### config.mk
export PLATFORM = sky130hd
export DESIGN_NAME = adc_conversion_control
export DESIGN_NICKNAME = d
export VERILOG_FILES = /design/src/include/conv_pkg.sv /design/src/design/edge_pulse_sync.sv /design/src/design/conv_tick_gen.sv /design/src/design/adc_conversion_control.sv
export SDC_FILE = /design/constraint.sdc
export NUM_CORES = 1
export LEC_CHECK = 0
export ABC_CLOCK_PERIOD_IN_PS = 2870
export BUFFER_PORTS_ARGS = -buffer_cell sky130_fd_sc_hd__buf_4
export CAP_MARGIN = 15
export CORE_ASPECT_RATIO = 1.1
export CORE_UTILIZATION = 40
export CTS_BUF_LIST = sky130_fd_sc_hd__clkbuf_2 sky130_fd_sc_hd__clkbuf_4 sky130_fd_sc_hd__clkbuf_8
export CTS_CLUSTER_DIAMETER = 80
export DETAILED_ROUTE_END_ITERATION = 7
export HOLD_SLACK_MARGIN = 0.06
export PLACE_DENSITY_LB_ADDON = 0.08
export SLEW_MARGIN = 20
export SYNTH_ARGS = -nofsm -noshare
export SYNTH_HDL_FRONTEND = slang
export SYNTH_SLANG_ARGS = --single-unit
### constraint.sdc
create_clock -name clk -period 2.87 [get_ports clk]
set_input_delay 0.287 -clock clk [delete_from_list [all_inputs] [get_ports clk]]
set_output_delay 0.287 -clock clk [all_outputs]
set_load 0.01 [all_outputs]
### src/include/conv_pkg.sv
// Constants shared by the converter control block and its clock tick generator.
// Assumes a 20 MHz bus clock and a 32-bit AHB-Lite register bus.
package conv_pkg;
    // ****************************************************************
    // Register byte offsets.
    // ****************************************************************
    localparam logic [7:0] OFS_SC1  = 8'h00;
    localparam logic [7:0] OFS_SC2  = 8'h04;
    localparam logic [7:0] OFS_RES  = 8'h08;
    localparam logic [7:0] OFS_CV   = 8'h0c;
    localparam logic [7:0] OFS_CFG  = 8'h10;
    // ****************************************************************
    // Field positions and codes.
    // ****************************************************************
    localparam int SC1_FLAG   = 7;
    localparam int SC1_IEN    = 6;
    localparam int SC1_CONT   = 5;
    localparam int SC2_ACT    = 7;
    localparam int SC2_HWT    = 6;
    localparam int SC2_CMPEN  = 5;
    localparam int SC2_CMPGE  = 4;
    localparam int CFG_MODE8  = 2;
    localparam int CFG_DIV_LO = 5;
    localparam logic [4:0] CH_LAST_PIN = 5'h0f;
    localparam logic [4:0] CH_TEMP     = 5'h1a;
    localparam logic [4:0] CH_BGAP     = 5'h1b;
    localparam logic [4:0] CH_OFF      = 5'h1f;
    localparam logic [4:0] SC1_RESET   = 5'h1f;
    localparam logic [1:0] CLK_BUS     = 2'h0;
    localparam logic [1:0] CLK_HALF    = 2'h1;
    localparam logic [1:0] CLK_ALT     = 2'h2;
    localparam logic [1:0] CLK_LOCAL   = 2'h3;
    localparam int RES_BITS = 10;
    localparam int RES8_BITS = 8;
    localparam int CH_BITS = 5;
    localparam int SAMPLE_CYC = 2;
endpackage : conv_pkg

### src/design/edge_pulse_sync.sv
// Two-flop synchroniser followed by a rising-edge detector.
// Assumes the input is asynchronous to clk and stable for two clocks.
`timescale 1ns/1ns
module edge_pulse_sync (
    // Clock and reset.
    input  wire logic clk,
    input  wire logic rst_b,
    // Signal.
    input  wire logic async_in,
    output logic      rise_pulse
);
    logic meta_reg, sync_reg, last_reg;
    logic meta_next, sync_next, last_next;
    always_comb begin
        meta_next = async_in;
        sync_next = meta_reg;
        last_next = sync_reg;
    end
    always_ff @(posedge clk or negedge rst_b) begin
        if (!rst_b) begin
            meta_reg <= 1'b0;
            sync_reg <= 1'b0;
            last_reg <= 1'b0;
        end else begin
            meta_reg <= meta_next;
            sync_reg <= sync_next;
            last_reg <= last_next;
        end
    end
    // One pulse per rising edge, so one overflow never starts two conversions.
    assign rise_pulse = sync_reg & ~last_reg;
endmodule : edge_pulse_sync

### src/design/conv_tick_gen.sv
// Conversion clock tick generator: picks a source and divides it.
// Assumes asynchronous sources are at most half the bus clock rate.
`timescale 1ns/1ns
module conv_tick_gen (
    // Clock and reset.
    input  wire logic       clk,
    input  wire logic       rst_b,
    // Sources.
    input  wire logic       local_async_conv_clock,
    input  wire logic       alternate_conv_clock,
    // Control.
    input  wire logic [1:0] src_sel,
    input  wire logic [1:0] clock_divide_field,
    output logic            conv_tick
);
    import conv_pkg::*;
    logic alt_rise, loc_rise, src_tick;
    logic half_reg, half_next;
    logic [2:0] div_reg, div_next;
    logic [2:0] div_max;
    edge_pulse_sync u_alt (.clk(clk), .rst_b(rst_b), .async_in(alternate_conv_clock),
                           .rise_pulse(alt_rise));
    edge_pulse_sync u_loc (.clk(clk), .rst_b(rst_b), .async_in(local_async_conv_clock),
                           .rise_pulse(loc_rise));
    always_comb begin
        half_next = ~half_reg;
        unique case (src_sel)
            CLK_BUS:  src_tick = 1'b1;
            CLK_HALF: src_tick = half_reg;
            CLK_ALT:  src_tick = alt_rise;
            CLK_LOCAL: src_tick = loc_rise;
        endcase
        div_max = 3'((3'h1 << clock_divide_field) - 3'h1);
        div_next = div_reg;
        if (src_tick)
            div_next = (div_reg >= div_max) ? 3'h0 : 3'(div_reg + 3'h1);
    end
    always_ff @(posedge clk or negedge rst_b) begin
        if (!rst_b) begin
            half_reg <= 1'b0;
            div_reg  <= 3'h0;
        end else begin
            half_reg <= half_next;
            div_reg  <= div_next;
        end
    end
    assign conv_tick = src_tick && (div_reg >= div_max);
endmodule : conv_tick_gen

### src/design/adc_conversion_control.sv
// Control logic of a 10-bit successive approximation converter.
// Assumes an AHB-Lite master, an analog comparator output and an RTC overflow level.
// Operation
// - Codes 00000..01111 route external pins 0..15 to the converter.
// - Reserved channel codes give an undefined result.
// - Code 11010 selects the temperature sensor.
// - Code 11011 selects the bandgap reference.
// - Up to 28 channels selectable through the channel field.
// - Conversion clock from bus, bus halved, local async or alternate clock.
// - Alternate clock comes from the external reference clock.
// - Selected source divided by the clock divide field.
// - Alternate clock keeps converting while the processor waits.
// - With hardware trigger on, each counter overflow while idle starts one conversion.
// - Overflow triggers regardless of the counter interrupt enable.
// - Trigger path works in run, wait and shallow stop.
// - Linear successive approximation with 10 bits resolution.
// - Result right-justified, 10-bit or 8-bit format.
// - Single or continuous conversion; single returns to idle alone.
// - Completion flag set at end, with interrupt.
// - Compare result less-than or greater-or-equal, interrupt when true.
// - Channel code all ones switches the converter off.
// - Writing the first control register aborts and restarts unless all ones; with hardware trigger on it only stops on all ones.
`timescale 1ns/1ns
module adc_conversion_control #(
    parameter int NUM_PINS = 16
) (
    // Clock and reset.
    input  wire logic                        clk,
    input  wire logic                        rst_b,
    // AHB-Lite slave.
    input  wire logic                        hsel,
    input  wire logic [31:0]                 haddr,
    input  wire logic [1:0]                  htrans,
    input  wire logic                        hwrite,
    input  wire logic [2:0]                  hsize,
    input  wire logic [31:0]                 hwdata,
    input  wire logic                        hready,
    output logic [31:0]                      hrdata,
    output logic                             hreadyout,
    output logic                             hresp,
    // Clock sources and trigger.
    input  wire logic                        local_async_conv_clock,
    input  wire logic                        external_reference_clock,
    input  wire logic                        hardware_conversion_trigger,
    // Analog front end.
    input  wire logic                        comparator_out,
    output logic [conv_pkg::CH_BITS-1:0]     mux_select,
    output logic                             mux_enable,
    output logic                             sample_hold,
    output logic [conv_pkg::RES_BITS-1:0]    dac_code,
    // Interrupt request.
    output logic                             conv_irq
);
    import conv_pkg::*;

    // ****************************************************************
    // State and registers.
    // ****************************************************************
    typedef enum logic [2:0] {
        ST_IDLE   = 3'b001,
        ST_SAMPLE = 3'b010,
        ST_CONV   = 3'b100
    } conv_state_e;

    conv_state_e state_reg, state_next;
    logic [4:0]  channel_select_field_reg, channel_select_field_next;
    logic        ien_reg, ien_next, cont_reg, cont_next, flag_reg, flag_next;
    logic        hwt_reg, hwt_next, cmpen_reg, cmpen_next, cmpge_reg, cmpge_next;
    logic        mode8_reg, mode8_next;
    logic [1:0]  src_reg, src_next, div_reg, div_next;
    logic [RES_BITS-1:0] cv_reg, cv_next, res_reg, res_next, sar_reg, sar_next;
    logic [RES_BITS-1:0] bit_reg, bit_next;
    logic [1:0]  samp_reg, samp_next;
    logic        wr_pend_reg, wr_pend_next, rd_pend_reg, rd_pend_next;
    logic [7:0]  addr_reg, addr_next;
    logic [31:0] hrdata_reg, hrdata_next;

    logic trig_pulse, conv_tick, bus_take, sc1_write, res_read, start_req, cmp_true;
    logic [RES_BITS-1:0] final_code;

    // ****************************************************************
    // Helpers.
    // ****************************************************************
    edge_pulse_sync u_trig (
        .clk        (clk),
        .rst_b      (rst_b),
        .async_in   (hardware_conversion_trigger),
        .rise_pulse (trig_pulse)
    );

    conv_tick_gen u_tick (
        .clk                    (clk),
        .rst_b                  (rst_b),
        .local_async_conv_clock (local_async_conv_clock),
        .alternate_conv_clock   (external_reference_clock),
        .src_sel                (src_reg),
        .clock_divide_field     (div_reg),
        .conv_tick              (conv_tick)
    );

    // ****************************************************************
    // Bus and conversion next-state logic.
    // ****************************************************************
    always_comb begin
        bus_take     = hsel && hready && htrans[1];
        wr_pend_next = bus_take && hwrite;
        rd_pend_next = bus_take && !hwrite;
        addr_next    = bus_take ? haddr[7:0] : addr_reg;
        sc1_write    = wr_pend_reg && (addr_reg == OFS_SC1);
        res_read     = rd_pend_reg && (addr_reg == OFS_RES);

        channel_select_field_next = channel_select_field_reg;
        ien_next   = ien_reg;
        cont_next  = cont_reg;
        hwt_next   = hwt_reg;
        cmpen_next = cmpen_reg;
        cmpge_next = cmpge_reg;
        mode8_next = mode8_reg;
        src_next   = src_reg;
        div_next   = div_reg;
        cv_next    = cv_reg;
        if (wr_pend_reg) begin
            unique case (addr_reg)
                OFS_SC1: begin
                    channel_select_field_next = hwdata[CH_BITS-1:0];
                    cont_next = hwdata[SC1_CONT];
                    ien_next  = hwdata[SC1_IEN];
                end
                OFS_SC2: begin
                    hwt_next   = hwdata[SC2_HWT];
                    cmpen_next = hwdata[SC2_CMPEN];
                    cmpge_next = hwdata[SC2_CMPGE];
                end
                OFS_CV:  cv_next = hwdata[RES_BITS-1:0];
                OFS_CFG: begin
                    src_next   = hwdata[1:0];
                    mode8_next = hwdata[CFG_MODE8];
                    div_next   = hwdata[CFG_DIV_LO+1:CFG_DIV_LO];
                end
                default: ;
            endcase
        end

        // Software writes start when trigger is off; the counter overflow otherwise.
        start_req = (sc1_write && !hwt_reg && hwdata[CH_BITS-1:0] != CH_OFF)
                  || (hwt_reg && trig_pulse && channel_select_field_reg != CH_OFF
                      && state_reg == ST_IDLE);

        final_code = sar_reg | ((comparator_out) ? bit_reg : '0);
        cmp_true   = cmpge_reg ? (final_code >= cv_reg) : (final_code < cv_reg);

        state_next = state_reg;
        sar_next  = sar_reg;
        bit_next  = bit_reg;
        samp_next = samp_reg;
        res_next  = res_reg;
        flag_next = flag_reg;
        if (sc1_write || res_read) flag_next = 1'b0;
        unique case (state_reg)
            ST_IDLE: ;
            ST_SAMPLE: if (conv_tick) begin
                if (samp_reg == 2'(SAMPLE_CYC - 1)) state_next = ST_CONV;
                samp_next = 2'(samp_reg + 2'h1);
            end
            ST_CONV: if (conv_tick) begin
                sar_next = final_code;
                bit_next = bit_reg >> 1;
                if (bit_reg[0]) begin
                    if (!cmpen_reg || cmp_true) begin
                        res_next  = mode8_reg ? (final_code >> (RES_BITS - RES8_BITS))
                                              : final_code;
                        flag_next = 1'b1;
                    end
                    // Continuous restarts unless hardware triggered; single goes idle by itself.
                    if (cont_reg && !hwt_reg) begin
                        state_next = ST_SAMPLE;
                        sar_next = '0;
                        bit_next = {1'b1, {(RES_BITS-1){1'b0}}};
                        samp_next = 2'h0;
                    end else begin
                        state_next = ST_IDLE;
                    end
                end
            end
            default: state_next = ST_IDLE;
        endcase
        if (start_req) begin
            state_next = ST_SAMPLE;
            sar_next   = '0;
            bit_next   = {1'b1, {(RES_BITS-1){1'b0}}};
            samp_next  = 2'h0;
        end
        // Off comes last so it wins over a running conversion and a trigger alike.
        if (sc1_write && hwdata[CH_BITS-1:0] == CH_OFF) state_next = ST_IDLE;

        hrdata_next = 32'h0;
        if (bus_take && !hwrite) begin
            unique case (haddr[7:0])
                OFS_SC1: hrdata_next = {24'h0, flag_reg, ien_reg, cont_reg,
                                        channel_select_field_reg};
                OFS_SC2: hrdata_next = {24'h0, state_reg != ST_IDLE, hwt_reg,
                                        cmpen_reg, cmpge_reg, 4'h0};
                OFS_RES: hrdata_next = {22'h0, res_reg};
                OFS_CV:  hrdata_next = {22'h0, cv_reg};
                OFS_CFG: hrdata_next = {24'h0, 1'b0, div_reg, 2'h0, mode8_reg, src_reg};
                default: hrdata_next = 32'h0;
            endcase
        end
    end

    always_ff @(posedge clk or negedge rst_b) begin
        if (!rst_b) begin
            state_reg <= ST_IDLE;
            channel_select_field_reg <= SC1_RESET;
            ien_reg <= 1'b0;
            cont_reg <= 1'b0;
            flag_reg <= 1'b0;
            hwt_reg <= 1'b0;
            cmpen_reg <= 1'b0;
            cmpge_reg <= 1'b0;
            mode8_reg <= 1'b0;
            src_reg <= CLK_BUS;
            div_reg <= 2'h0;
            cv_reg <= '0;
            res_reg <= '0;
            sar_reg <= '0;
            bit_reg <= '0;
            samp_reg <= 2'h0;
            wr_pend_reg <= 1'b0;
            rd_pend_reg <= 1'b0;
            addr_reg <= 8'h0;
            hrdata_reg <= 32'h0;
        end else begin
            state_reg <= state_next;
            channel_select_field_reg <= channel_select_field_next;
            ien_reg <= ien_next;
            cont_reg <= cont_next;
            flag_reg <= flag_next;
            hwt_reg <= hwt_next;
            cmpen_reg <= cmpen_next;
            cmpge_reg <= cmpge_next;
            mode8_reg <= mode8_next;
            src_reg <= src_next;
            div_reg <= div_next;
            cv_reg <= cv_next;
            res_reg <= res_next;
            sar_reg <= sar_next;
            bit_reg <= bit_next;
            samp_reg <= samp_next;
            wr_pend_reg <= wr_pend_next;
            rd_pend_reg <= rd_pend_next;
            addr_reg <= addr_next;
            hrdata_reg <= hrdata_next;
        end
    end

    // ****************************************************************
    // Outputs.
    // ****************************************************************
    // Codes 0..15 pass straight to the pin mux; 26 and 27 reach sensor and
    // bandgap; reserved codes convert whatever the mux offers.
    assign mux_select = channel_select_field_reg;
    assign mux_enable = channel_select_field_reg != CH_OFF;
    assign sample_hold = state_reg == ST_SAMPLE;
    assign dac_code  = sar_reg | bit_reg;
    assign hrdata    = hrdata_reg;
    assign hreadyout = 1'b1;
    assign hresp     = 1'b0;
    assign conv_irq  = flag_reg & ien_reg;

    // ****************************************************************
    // Checks.
    // ****************************************************************
    flag_on_done_a: assert property (@(posedge clk) disable iff (!rst_b)
        (state_reg == ST_CONV && conv_tick && bit_reg[0] && !cmpen_reg && !start_req)
        |=> flag_reg) else $error("flag not set after conversion");
    single_idle_a: assert property (@(posedge clk) disable iff (!rst_b)
        (state_reg == ST_CONV && conv_tick && bit_reg[0] && !cont_reg && !start_req)
        |=> state_reg == ST_IDLE) else $error("single conversion did not go idle");
    off_stops_a: assert property (@(posedge clk) disable iff (!rst_b)
        (sc1_write && hwdata[4:0] == CH_OFF) |=> state_reg == ST_IDLE)
        else $error("all-ones channel did not stop converter");
    write_restart_a: assert property (@(posedge clk) disable iff (!rst_b)
        (sc1_write && !hwt_reg && hwdata[4:0] != CH_OFF
         && !(state_reg == ST_CONV && conv_tick && bit_reg[0]))
        |=> state_reg == ST_SAMPLE && !flag_reg)
        else $error("write did not restart conversion");
    trig_start_a: assert property (@(posedge clk) disable iff (!rst_b)
        (hwt_reg && trig_pulse && state_reg == ST_IDLE && channel_select_field_reg != CH_OFF
         && !sc1_write) |=> state_reg == ST_SAMPLE) else $error("trigger did not start conversion");
    trig_once_a: assert property (@(posedge clk) disable iff (!rst_b)
        trig_pulse |=> !trig_pulse) else $error("trigger pulse duplicated");
    result_eight_a: assert property (@(posedge clk) disable iff (!rst_b)
        mode8_reg && $changed(res_reg) |-> res_reg[9:8] == 2'h0)
        else $error("8-bit result not right-justified");
    irq_follows_a: assert property (@(posedge clk) disable iff (!rst_b)
        (state_reg == ST_CONV && conv_tick && bit_reg[0] && cmpen_reg && !cmp_true
         && !start_req && !sc1_write && !res_read) |=> flag_reg == $past(flag_reg))
        else $error("flag set though compare false");
    mux_route_a: assert property (@(posedge clk) disable iff (!rst_b)
        state_reg != ST_IDLE |-> mux_enable && mux_select == channel_select_field_reg)
        else $error("channel routing mismatch");
endmodule : adc_conversion_control

After elaboration in Yosys (flattened, before gate mapping):

Index checks and enable logic that the tools add are counted.
Widths: inputs -> output; s select.

* output and inout bits: 52
* register bits after elaboration: 116
* input bits: 78
* logic and storage cells: 146

* reduce and logical (&&, ||, !) cells: 34
* eq/ne operators: 28
* shifts and indexed selects: 1
* mux-type cells: 36
* bitwise logic cells: 10
* add/sub/neg operators: 3
* magnitude comparators: 3

Operator list (number)
* $mux 10: 13
* $pmux 10 s5: 1
* $eq 8x4->1 const B: 4
* $mux 3: 7
* $or 10x10->10: 2
* $eq 8x3->1 const B: 2
* $eq 8x5->1 const B: 2
* $logic_not 8->1: 2
* $logic_and 1x1->1: 14
* $mux 2: 6
* $ge 10x10->1: 1
* $lt 10x10->1: 1
* $ne 5x5->1 const B: 2
* $reduce_and 2->1: 5
* $reduce_and 5->1: 2
* $ne 3x3->1 const B: 3
* $pmux 3 s3: 1
* $ne 4x1->1 const B: 2
* $ne 4x4->1 const B: 2
* $mux 1: 6
* $ne 3x1->1 const B: 2
* $eq 5x5->1 const B: 1
* $and 1x1->1: 4
* $eq 2x1->1 const B: 2
* other kinds (19): 28

Longest topological paths before layout:

Gate-level depths: netlist (run 1).

* depth in word-level cells: 9
* gate-level depth with buffers: 11
* gate-level depth less buffers: 9

Cells and area by module:

Synthesis (run 1) repeated with hierarchy kept, for this count alone.

* cell total of the unflattened synthesis: 489
* area, all modules: 5248.8 µm²

By module, submodules not included
* adc_conversion_control: times used 1, cells each 444, area an instance 4663.2 µm², sequential area each 2034.5 µm²
* conv_tick_gen: times used 1, cells each 33, area an instance 319.1 µm², sequential area each 100.1 µm²
* edge_pulse_sync: times used 3, cells each 4, area an instance 88.8 µm², sequential area each 75.1 µm²

Worst setup path after synthesis (run 1):

No wires, ideal clock.

* path type: reg2reg
* start: register div_reg[1]
* end: register res_reg[0]
* setup time: 125 ps
* buffers on the path: 2
* clock period less this slack: 2388 ps
* setup slack: 482 ps
* stages on the path, launching flop included: 11
* data required time: 2745 ps
* arrival time: 2262 ps
* cell sequence: dfrtp_1 -> or2_2 -> ha_1 -> nor2b_1 -> o21ai_0 -> and2_1 -> buf_6 -> nand3_2 -> a21o_1 -> buf_6 -> mux2_4

* word-level cells in the longest chain between the ends: 5

Ends and longest elaborated chain
* start: declaration: RTL line adc_conversion_control.sv:70 `logic [1:0] src_reg, src_next, div_reg, div_next;`
* start signal: assignment: RTL line adc_conversion_control.sv:244 `div_reg <= div_next;`
* $shl 1x2->3: RTL line conv_tick_gen.sv:33 `div_max = 3'((3'h1 << clock_divide_field) - 3'h1);`
* $sub 3x1->3: RTL line conv_tick_gen.sv:33
* $ge 3x3->1: RTL line conv_tick_gen.sv:47 `assign conv_tick = src_tick && (div_reg >= div_max);`
* $logic_and 1x1->1: RTL line conv_tick_gen.sv:47
* $reduce_and 4->1 (no source line)
* end signal: assignment: RTL line adc_conversion_control.sv:246 `res_reg <= res_next;`
* end: declaration: RTL line adc_conversion_control.sv:71 `logic [RES_BITS-1:0] cv_reg, cv_next, res_reg, res_next, sar_reg, sar_next;`

Every way passes these cells.
A chain may end at the register's enable or synchronous reset.

Worst setup path after layout (run 1):

* start: register bit_reg[9]
* end: register res_reg[9]

* word-level cells in the longest chain between the ends: 6
* elaborated cells on any way between the ends: 8
* classes of those cells: order compare: 2; mux: 3; bitwise: 1; reduce/logical: 2

Ends and longest elaborated chain
* start: declaration: RTL line adc_conversion_control.sv:72 `logic [RES_BITS-1:0] bit_reg, bit_next;`
* start signal: assignment: RTL line adc_conversion_control.sv:248 `bit_reg <= bit_next;`
* $mux 10 (*): RTL line adc_conversion_control.sv:149 `final_code = sar_reg | ((comparator_out) ? bit_reg : '0);`
* $or 10x10->10 (*): RTL line adc_conversion_control.sv:149
* $lt 10x10->1 / $ge 10x10->1 (equally long branches): RTL line adc_conversion_control.sv:150 `cmp_true = cmpge_reg ? (final_code >= cv_reg) : (final_code < cv_reg);`
* $mux 1: RTL line adc_conversion_control.sv:150
* $logic_or 1x1->1: RTL line adc_conversion_control.sv:169 `if (!cmpen_reg || cmp_true) begin`
* $reduce_and 4->1 (no source line)

Every way passes the cells marked *; elsewhere a longest branch is shown, timed or not.

==> results_tabular.tex, run 1 <==
\begin{tabular}{lr}
\hline
Metric & Value \\
\hline
\multicolumn{2}{l}{\textbf{Power}} \\
\quad Psw & $\sim$0.8 mW \\
\quad Worst voltage drop across the vdd grid & 0.2187 mV \\
\quad Relative contribution of the clock network to total power & 0.356 \\
\quad Register share of total power & 0.492 \\
\quad Share of total power in combinational logic & 0.152 \\
\quad Cell area power density & 547.2 nW/um\^{}2 \\
\quad Internal power & 2.281 mW \\
\quad Static power due to leakage & 2.790 nW \\
\quad Total power after layout & 3.078 mW \\
\quad Switching share of power & 0.2588 \\
\multicolumn{2}{l}{\textbf{Route}} \\
\quad Starting DRC count in detailed routing & 147 \\
\quad DR vias/cell & 5.030 \\
\quad Count of nets left with antenna violations after detail routing & 0 \\
\quad Wire length reported by the detailed router & around 11 mm \\
\quad Routed vias & around 3300 \\
\quad Number of detailed-routing iterations run before antenna repair & 4 \\
\quad Average wire per standard cell & 15.99 um \\
\quad \# DRC & 0 \\
\multicolumn{2}{l}{\textbf{Logic synthesis}} \\
\quad Synthesized instance count & 438 \\
\quad Sequential element share of the synthesized area & 0.4937 \\
\quad Share of the synthesized area in the top cell type & 0.4607 \\
\quad EDFF count, synth & 0 \\
\quad Share of synthesized flip-flops with an asynchronous set or reset & 1.000 \\
\quad Number of warnings reported in the yosys synthesis log & 0 \\
\quad Mean instance size in the synthesized netlist & 10.91 um\^{}2 \\
\quad Top FF cell, synth & sky130\_fd\_sc\_hd\_\_dfrtp\_1 \\
\quad Number of register bits inferred by synthesis & between 90 and 100 \\
\quad Synthesized area & about 4800 um\^{}2 \\
\quad Synth unique cells & 56 \\
\quad Cell taking the most area after synthesis & sky130\_fd\_sc\_hd\_\_dfrtp\_1 \\
\quad Top post-synthesis cells by area & sky130\_fd\_sc\_hd\_\_dfrtp\_1, sky130\_fd\_sc\_hd\_\_mux2\_2, sky130\_fd\_sc\_hd\_\_buf\_4, sky130\_fd\_sc\_hd\_\_ha\_1, sky130\_fd\_sc\_hd\_\_nor2\_1 \\
\multicolumn{2}{l}{\textbf{STA}} \\
\quad Clock tree skew after final layout & 11.13 ps \\
\quad Final hold violations & 0 \\
\quad Fmax & 376.1 MHz \\
\quad Max-slew violations & 0 \\
\quad Transition time at the pin with the least slew margin & 610.7 ps \\
\quad Setup repair after global routing missed its margin & no \\
\quad Final total negative setup slack & 0 ps \\
\quad Max-slew headroom at the worst pin & 0.5914 \\
\quad Crit path time final & 2659 ps \\
\quad Ratio of final minimum period to clock period & 0.9264 \\
\quad Finish-stage setup viols & 0 \\
\multicolumn{2}{l}{\textbf{CTS}} \\
\quad Total clock sinks & 94 \\
\quad Buffer type at the clock tree root & sky130\_fd\_sc\_hd\_\_clkbuf\_8 \\
\quad Clock tree buffer depth & 2 \\
\quad Post-cts repair resize count & 0 \\
\quad Number of CTS-inserted buffers & 9 \\
\quad TritonCTS clock tree & done \\
\quad Number of levels in the clock H-tree & 3 \\
\quad Quantity of hold-fixing buffers added after cts & 4 \\
\quad Number of setup buffers added after CTS & 0 \\
\quad Latest clock arrival within the worst-skew pair & 360 ps \\
\quad Clock slew seen by the registers of the worst setup and hold paths & about 100 ps \\
\multicolumn{2}{l}{\textbf{Global routing}} \\
\quad Antenna violations before repair & 0 \\
\quad Global-route wire length before repair & approximately 18 mm \\
\quad Number of global-route vias before repair & about 3400 \\
\quad Pin count of the biggest net entering global routing & 52 \\
\quad GRT Overall Usage & 0.1866 \\
\quad Total global routing overflow & 0 \\
\multicolumn{2}{l}{\textbf{Layout}} \\
\quad Fin nets & about 600 \\
\quad Share of final-layout standard cells stronger than drive strength 1 & 0.3060 \\
\quad Fin util & 0.4873 \\
\quad Layout area overhead & 17.67\% \\
\quad Antenna diode instance count & 0 \\
\multicolumn{2}{l}{\textbf{Placement}} \\
\quad Port buffer count & 55 \\
\quad Final GP Congestion & 0.8292 \\
\quad Post-detail-place hpwl & 7.738 mm \\
\multicolumn{2}{l}{\textbf{Job}} \\
\quad Max-cap violation count & 0 \\
\multicolumn{2}{l}{\textbf{Floorplanning}} \\
\quad Die outline width & roughly 110 um \\
\quad Area inside the core boundary & 11540 um\^{}2 \\
\quad I/O pin total & between 100 and 150 \\
\quad Standard-cell row count & 41 \\
\quad Starting density of the core & 0.4141 \\
\quad Die Footprint & 12390 um\^{}2 \\
\quad Die Span Y & 116.6 um \\
\multicolumn{2}{l}{\textbf{Setup path}} \\
\quad Arrival time at the worst endpoint & 2910 ps \\
\quad Worst Setup End Kind & flip-flop \\
\quad WS Path Type & reg -> reg \\
\quad Maximum fanout along the worst path & 5 \\
\quad Required time of the worst setup path & 3120 ps \\
\quad Critical path startpoint category & flip-flop \\
\multicolumn{2}{l}{\textbf{Status}} \\
\quad Result of the run & finished clean \\
\multicolumn{2}{l}{\textbf{Hold path}} \\
\quad Worst min path class & in -> reg \\
\hline
\end{tabular}
==> critical path: stages (launching register included) <==
cell                      delay (ps)
sky130_fd_sc_hd__dfrtp_1         420
sky130_fd_sc_hd__a21oi_1         260
sky130_fd_sc_hd__inv_1           100
sky130_fd_sc_hd__ha_1            320
sky130_fd_sc_hd__a21oi_1         130
sky130_fd_sc_hd__o21ai_0         150
sky130_fd_sc_hd__nor3_1          250
sky130_fd_sc_hd__mux2i_1         210
sky130_fd_sc_hd__a21o_1          190
sky130_fd_sc_hd__buf_4           180
sky130_fd_sc_hd__mux2_2          330
==> metal layers <==
metal / vias up / part of all wire / track usage
met1: 1637 / 0.48 / 0.2538
met4: 0 / 0.013 / 0.06389
met3: 11 / 0.029 / 0.02902
met5: - / 0 / 0
li1: 1616 / - / -
met2: 71 / 0.48 / 0.3048
==> cell usage in the layout (no fill, tap or decap), types with 2 or more instances in the layout <==
master	instances
sky130_fd_sc_hd__conb_1	24
sky130_fd_sc_hd__nand3_1	7
sky130_fd_sc_hd__o21ai_0	13
sky130_fd_sc_hd__or2_2	12
sky130_fd_sc_hd__clkbuf_8	11
sky130_fd_sc_hd__mux2i_1	14
sky130_fd_sc_hd__nand2_1	19
sky130_fd_sc_hd__and3_1	3
sky130_fd_sc_hd__nor3_1	7
sky130_fd_sc_hd__nor3b_1	2
sky130_fd_sc_hd__a21o_1	4
sky130_fd_sc_hd__mux2_2	36
sky130_fd_sc_hd__a22o_1	4
sky130_fd_sc_hd__dlygate4sd3_1	4
sky130_fd_sc_hd__o211ai_1	3
sky130_fd_sc_hd__nand4b_1	3
sky130_fd_sc_hd__nand4_1	6
sky130_fd_sc_hd__buf_4	68
sky130_fd_sc_hd__nor4b_1	2
sky130_fd_sc_hd__dfstp_2	6
sky130_fd_sc_hd__inv_1	29
sky130_fd_sc_hd__dfrtp_1	88
sky130_fd_sc_hd__bufinv_16	3
sky130_fd_sc_hd__nand2b_1	2
sky130_fd_sc_hd__nor2_1	50
sky130_fd_sc_hd__or3b_2	2
sky130_fd_sc_hd__mux2_4	9
sky130_fd_sc_hd__a211oi_1	2
sky130_fd_sc_hd__ha_1	15
sky130_fd_sc_hd__a222oi_1	5
sky130_fd_sc_hd__nor2b_1	7
sky130_fd_sc_hd__o2bb2ai_1	2
sky130_fd_sc_hd__and2_1	2
sky130_fd_sc_hd__a21oi_1	24
==> power groups by stage <==
stage / clock network [mW] / registers (mW) / logic [mW]
after floorplan: 0 / 1.51 / 0.329
after global placement: 0 / 1.54 / 0.463
after detailed placement: 0 / 1.54 / 0.471
after CTS: 1.13 / 1.51 / 0.478
after global routing: 1.18 / 1.53 / 0.541
final: 1.10 / 1.51 / 0.468
==> cell families after synthesis <==
group / after synthesis / synth area share
AOI/OAI and AO/OA: 68 / 0.09686
xor gates and xnor gates: 2 / 0.003666
adders and majority gates: 15 / 0.03927
buffers and inverters: 65 / 0.07539
DFF: 94 / 0.4937
muxes: 60 / 0.1471
other: 2 / 0.001571
and+or+nand+nor: 132 / 0.1424
==> through the flow <==
step	setup slack, ps	hold WS (ps)	instances	cell area, um^2
2_1_floorplan	482.5	-8.591	460	4862
3_3_place_gp	179.4	324.1	643	5329
3_5_place_dp	203.4	334.7	643	5329
4_1_cts	203.3	92.63	663	5624
5_1_grt	17.72	104.8	663	5624
6_report	211.4	112.2	663	5624
==> final timing paths <==
path,start,to,slack (ps),cells after the start
max reg2reg,bit_reg[9],res_reg[9],210,10
min,hwrite,rd_pend_reg,110,2
max,bit_reg[9],res_reg[9],210,10
min reg2reg,u_tick.u_alt.meta_reg,u_tick.u_alt.last_next,350,0
max in group asynchronous,rst_b,mux_select[4],1680,3
min in group asynchronous,rst_b,mode8_reg,470,2
==> Yosys cell counts, types with 7 or more instances <==
| cell type | instances |
|---|---|
| sky130_fd_sc_hd__a21oi_1 | 24 |
| sky130_fd_sc_hd__nor2_1 | 50 |
| sky130_fd_sc_hd__mux2i_1 | 14 |
| sky130_fd_sc_hd__mux2_2 | 36 |
| sky130_fd_sc_hd__dfrtp_1 | 88 |
| sky130_fd_sc_hd__ha_1 | 15 |
| sky130_fd_sc_hd__nand2_1 | 19 |
| sky130_fd_sc_hd__nor2b_1 | 7 |
| sky130_fd_sc_hd__mux2_4 | 9 |
| sky130_fd_sc_hd__nor3_1 | 7 |
| sky130_fd_sc_hd__o21ai_0 | 13 |
| sky130_fd_sc_hd__buf_4 | 27 |
| sky130_fd_sc_hd__or2_2 | 12 |
| sky130_fd_sc_hd__inv_1 | 29 |
| sky130_fd_sc_hd__nand3_1 | 7 |
==> final cells by class <==
cell class              instances  area (um^2)
fillers                      1094         5918
multi-input cells             301         2142
repair buffers                 73        570.5
well taps                     150        187.7
inverters                      29        108.9
clock buffers                  11        151.4
flip-flops and latches         94         2360
clock inverters                 5        103.9
(Power assumes the default switching activity.)
==> run 2, diff against run 1 <==
--- a/config.mk
+++ b/config.mk
@@ -9,7 +9,7 @@
 export BUFFER_PORTS_ARGS = -buffer_cell sky130_fd_sc_hd__buf_4
 export CAP_MARGIN = 15
 export CORE_ASPECT_RATIO = 1.1
-export CORE_UTILIZATION = 40
+export CORE_UTILIZATION = 55
 export CTS_BUF_LIST = sky130_fd_sc_hd__clkbuf_2 sky130_fd_sc_hd__clkbuf_4 sky130_fd_sc_hd__clkbuf_8
 export CTS_CLUSTER_DIAMETER = 80
 export DETAILED_ROUTE_END_ITERATION = 7
==> run 2 against run 1 <==
Non-clock buffer count shrank 2. Sequential cell count is the same. Count of clock-buffer cells in the layout decreased by 2. Utilization rose by 17 points. Setup slack gained 66 ps. First-iteration DRC count down 4.1%. Critical path depth unchanged. Fmax is 2.5% higher. Sequential power is essentially flat. Die area fell by 27%. Combinational power about the same.
==> results_tabular.tex, run 2 (same netlist as run 1, synthesis figures left out) <==
\begin{tabular}{lr}
\hline
Metric & Value \\
\hline
\multicolumn{2}{l}{\textbf{Power}} \\
\quad Share of total power in combinational logic & 0.163 \\
\quad Psw & 0.8225 mW \\
\quad Cell area power density & 523.7 nW/um\^{}2 \\
\quad Register share of total power & 0.524 \\
\quad Switching share of power & 0.2850 \\
\quad Relative contribution of the clock network to total power & 0.313 \\
\quad Worst voltage drop across the vdd grid & 0.3389 mV \\
\quad Internal power & 2.063 mW \\
\quad Static power due to leakage & 2.758 nW \\
\multicolumn{2}{l}{\textbf{STA}} \\
\quad Max-slew headroom at the worst pin & 0.5106 \\
\quad Final hold violations & 0 \\
\quad Crit path time final & 2593 ps \\
\quad Max-slew violations & 0 \\
\quad Clock tree skew after final layout & 7.892 ps \\
\quad Final total negative setup slack & 0 ps \\
\quad Fmax & $\sim$390 MHz \\
\quad Transition time at the pin with the least slew margin & 734.0 ps \\
\quad Setup repair after global routing missed its margin & no \\
\quad Ratio of final minimum period to clock period & 0.9035 \\
\quad Finish-stage setup viols & 0 \\
\multicolumn{2}{l}{\textbf{CTS}} \\
\quad Number of CTS-inserted buffers & 9 \\
\quad Total clock sinks & 94 \\
\quad TritonCTS clock tree & done \\
\quad Buffer type at the clock tree root & sky130\_fd\_sc\_hd\_\_clkbuf\_8 \\
\quad Number of levels in the clock H-tree & 3 \\
\quad Latest clock arrival within the worst-skew pair & roughly 370 ps \\
\quad Number of setup buffers added after CTS & 0 \\
\quad Clock tree buffer depth & 2 \\
\quad Clock slew seen by the registers of the worst setup and hold paths & 90 ps \\
\multicolumn{2}{l}{\textbf{Floorplanning}} \\
\quad Starting density of the core & 0.5685 \\
\quad Area inside the core boundary & 8408 um\^{}2 \\
\quad Die outline width & 90.88 um \\
\quad Die Footprint & approximately 9100 um\^{}2 \\
\quad Die Span Y & 99.77 um \\
\quad I/O pin total & 130 \\
\quad Standard-cell row count & 35 \\
\multicolumn{2}{l}{\textbf{Setup path}} \\
\quad Slowest Stage Delay on Critical Path & approximately 400 ps \\
\quad Worst reg2reg path depth & 10 \\
\quad Cell type of the slowest stage on the worst timing path & sky130\_fd\_sc\_hd\_\_dfrtp\_1 \\
\quad Origin of the worst setup path & bit\_reg[4] \\
\quad RR Startpoint & bit\_reg[4] \\
\quad Cell seen most often among critical-path stages & sky130\_fd\_sc\_hd\_\_a21oi\_1 \\
\quad Crit path capture & res\_reg[9] \\
\quad WS Path Type & reg -> reg \\
\quad Chain of cells forming the critical path & a21oi\_1 > inv\_1 > ha\_1 > a21oi\_1 > a211oi\_1 > nor3\_1 > mux2i\_1 > a21o\_1 > buf\_4 > mux2\_2 \\
\quad Reg2reg setup slack & 280 ps \\
\quad Arrival time at the worst endpoint & 2850 ps \\
\quad Worst Setup End Kind & flip-flop \\
\quad Reg2reg end & res\_reg[9] \\
\quad Critical path startpoint category & flip-flop \\
\quad Maximum fanout along the worst path & 5 \\
\quad Required time of the worst setup path & 3120 ps \\
\multicolumn{2}{l}{\textbf{Global routing}} \\
\quad Total global routing overflow & 0 \\
\quad Number of global-route vias before repair & 3329 \\
\quad Antenna violations before repair & 0 \\
\quad Global-route wire length before repair & 16.53 mm \\
\quad GRT Overall Usage & 0.2354 \\
\quad Pin count of the biggest net entering global routing & between 50 and 60 \\
\multicolumn{2}{l}{\textbf{Route}} \\
\quad Starting DRC count in detailed routing & 141 \\
\quad DR vias/cell & 5.477 \\
\quad Met2 wirelength from detailed routing & 4.960 mm \\
\quad Met1 routed wirelength after detailed routing & $\sim$4.6 mm \\
\quad \# DRC & 0 \\
\quad Average wire per standard cell & 16.18 um \\
\quad Routed vias & roughly 3400 \\
\quad Number of detailed-routing iterations run before antenna repair & 5 \\
\quad Wire length reported by the detailed router & 10.06 mm \\
\quad Met3 Wirelength & 368 um \\
\quad Count of nets left with antenna violations after detail routing & 0 \\
\quad Topmost layer with routed signal wires & met4 \\
\multicolumn{2}{l}{\textbf{Hold path}} \\
\quad Worst min path class & in -> reg \\
\quad Number of cells on the worst hold path & 2 \\
\multicolumn{2}{l}{\textbf{Layout}} \\
\quad Layout area overhead & 15.29\% \\
\quad Antenna diode instance count & 0 \\
\quad Final non-filler cell total & 622 \\
\quad Most common library cell in the layout ignoring fill and taps & sky130\_fd\_sc\_hd\_\_dfrtp\_1 \\
\quad Share of final-layout standard cells stronger than drive strength 1 & 0.3053 \\
\quad Fin nets & 599 \\
\quad Non-Filler Cell Area, Final & 5510 um\^{}2 \\
\quad Top library cells by usage in the layout, fill and taps aside & sky130\_fd\_sc\_hd\_\_dfrtp\_1, sky130\_fd\_sc\_hd\_\_buf\_4, sky130\_fd\_sc\_hd\_\_nor2\_1 \\
\quad Filler instances & 672 \\
\multicolumn{2}{l}{\textbf{Placement}} \\
\quad Post-detail-place hpwl & 7.407 mm \\
\quad Final GP Congestion & $\sim$0.84 \\
\quad Cell Count Post-Placement & 602 \\
\quad Placed Instance Area & 5265 um\^{}2 \\
\quad Port buffer count & 55 \\
\multicolumn{2}{l}{\textbf{Status}} \\
\quad Result of the run & finished clean \\
\multicolumn{2}{l}{\textbf{Job}} \\
\quad Max-cap violation count & 0 \\
\hline
\end{tabular}
-- run 2: cell type report --
class,instances,area [um^2],share of cell area
Inverter,29,108.9,0.01975
Sequential cell,94,2360,0.4282
Clock inverter,7,77.57,0.01408
Clock buffer,9,123.9,0.02248
Tap cell,111,138.9,0.02520
Timing Repair Buffer,71,555.5,0.1008
Multi-Input combinational cell,301,2146,0.3894
-- run 2: worst min-delay path by stage --
| stage | start | to | slack [ps] |
|---|---|---|---|
| after CTS | hwrite | rd_pend_reg | 90 |
| after floorplan | rst_b | addr_reg[0] | -9 |
| after detailed placement | u_tick.u_loc.meta_reg | u_tick.u_loc.last_next | 340 |
| after global placement | u_tick.u_alt.meta_reg | u_tick.u_alt.last_next | 330 |
| final | hwrite | rd_pend_reg | 100 |
| after global routing | hwrite | rd_pend_reg | 100 |
-- run 2: routing by layer --
layer,global-route usage,vias up
met5,0,-
met4,0.09035,0
met3,0.02955,12
met2,0.3945,92
met1,0.3157,1686
li1,-,1617
-- run 2: timing repair --
item,in CTS,in global routing
endpoints found under the hold margin,56,0
hold buffers,4,0
setup endpoints to repair,0,1
resized for setup,0,1
-- run 2: metrics by stage --
step           power (mW)  hold slack, ps  worst slack (ps)  utilization
2_1_floorplan       1.841          -8.591             482.5            -
3_3_place_gp        1.979           333.3             303.4       0.6262
3_5_place_dp        2.004           337.1             236.0       0.6262
4_1_cts             2.913           88.00             233.6       0.6549
5_1_grt             3.025           96.33             93.21       0.6554
6_report            2.886           98.44             277.0       0.6554
-- run 2: power by group through the flow --
stage	Sequential (mW)	Combinational (mW)	Clock, mW
6_report	1.51	0.469	0.904
5_1_grt	1.53	0.529	0.968
4_1_cts	1.51	0.473	0.928
3_5_place_dp	1.54	0.466	0
3_3_place_gp	1.53	0.449	0
2_1_floorplan	1.51	0.329	0
-- run 2: worst max-delay path, delay by kind of cell (launching register included) --
family,cells,cell delay (ps)
flip-flops,1,410
multiplexers,2,560
adder cells (fa/ha/maj),1,320
AND/OR/NAND/NOR,1,220
buffers and inverters,2,270
AO/OA/AOI/OAI,4,690
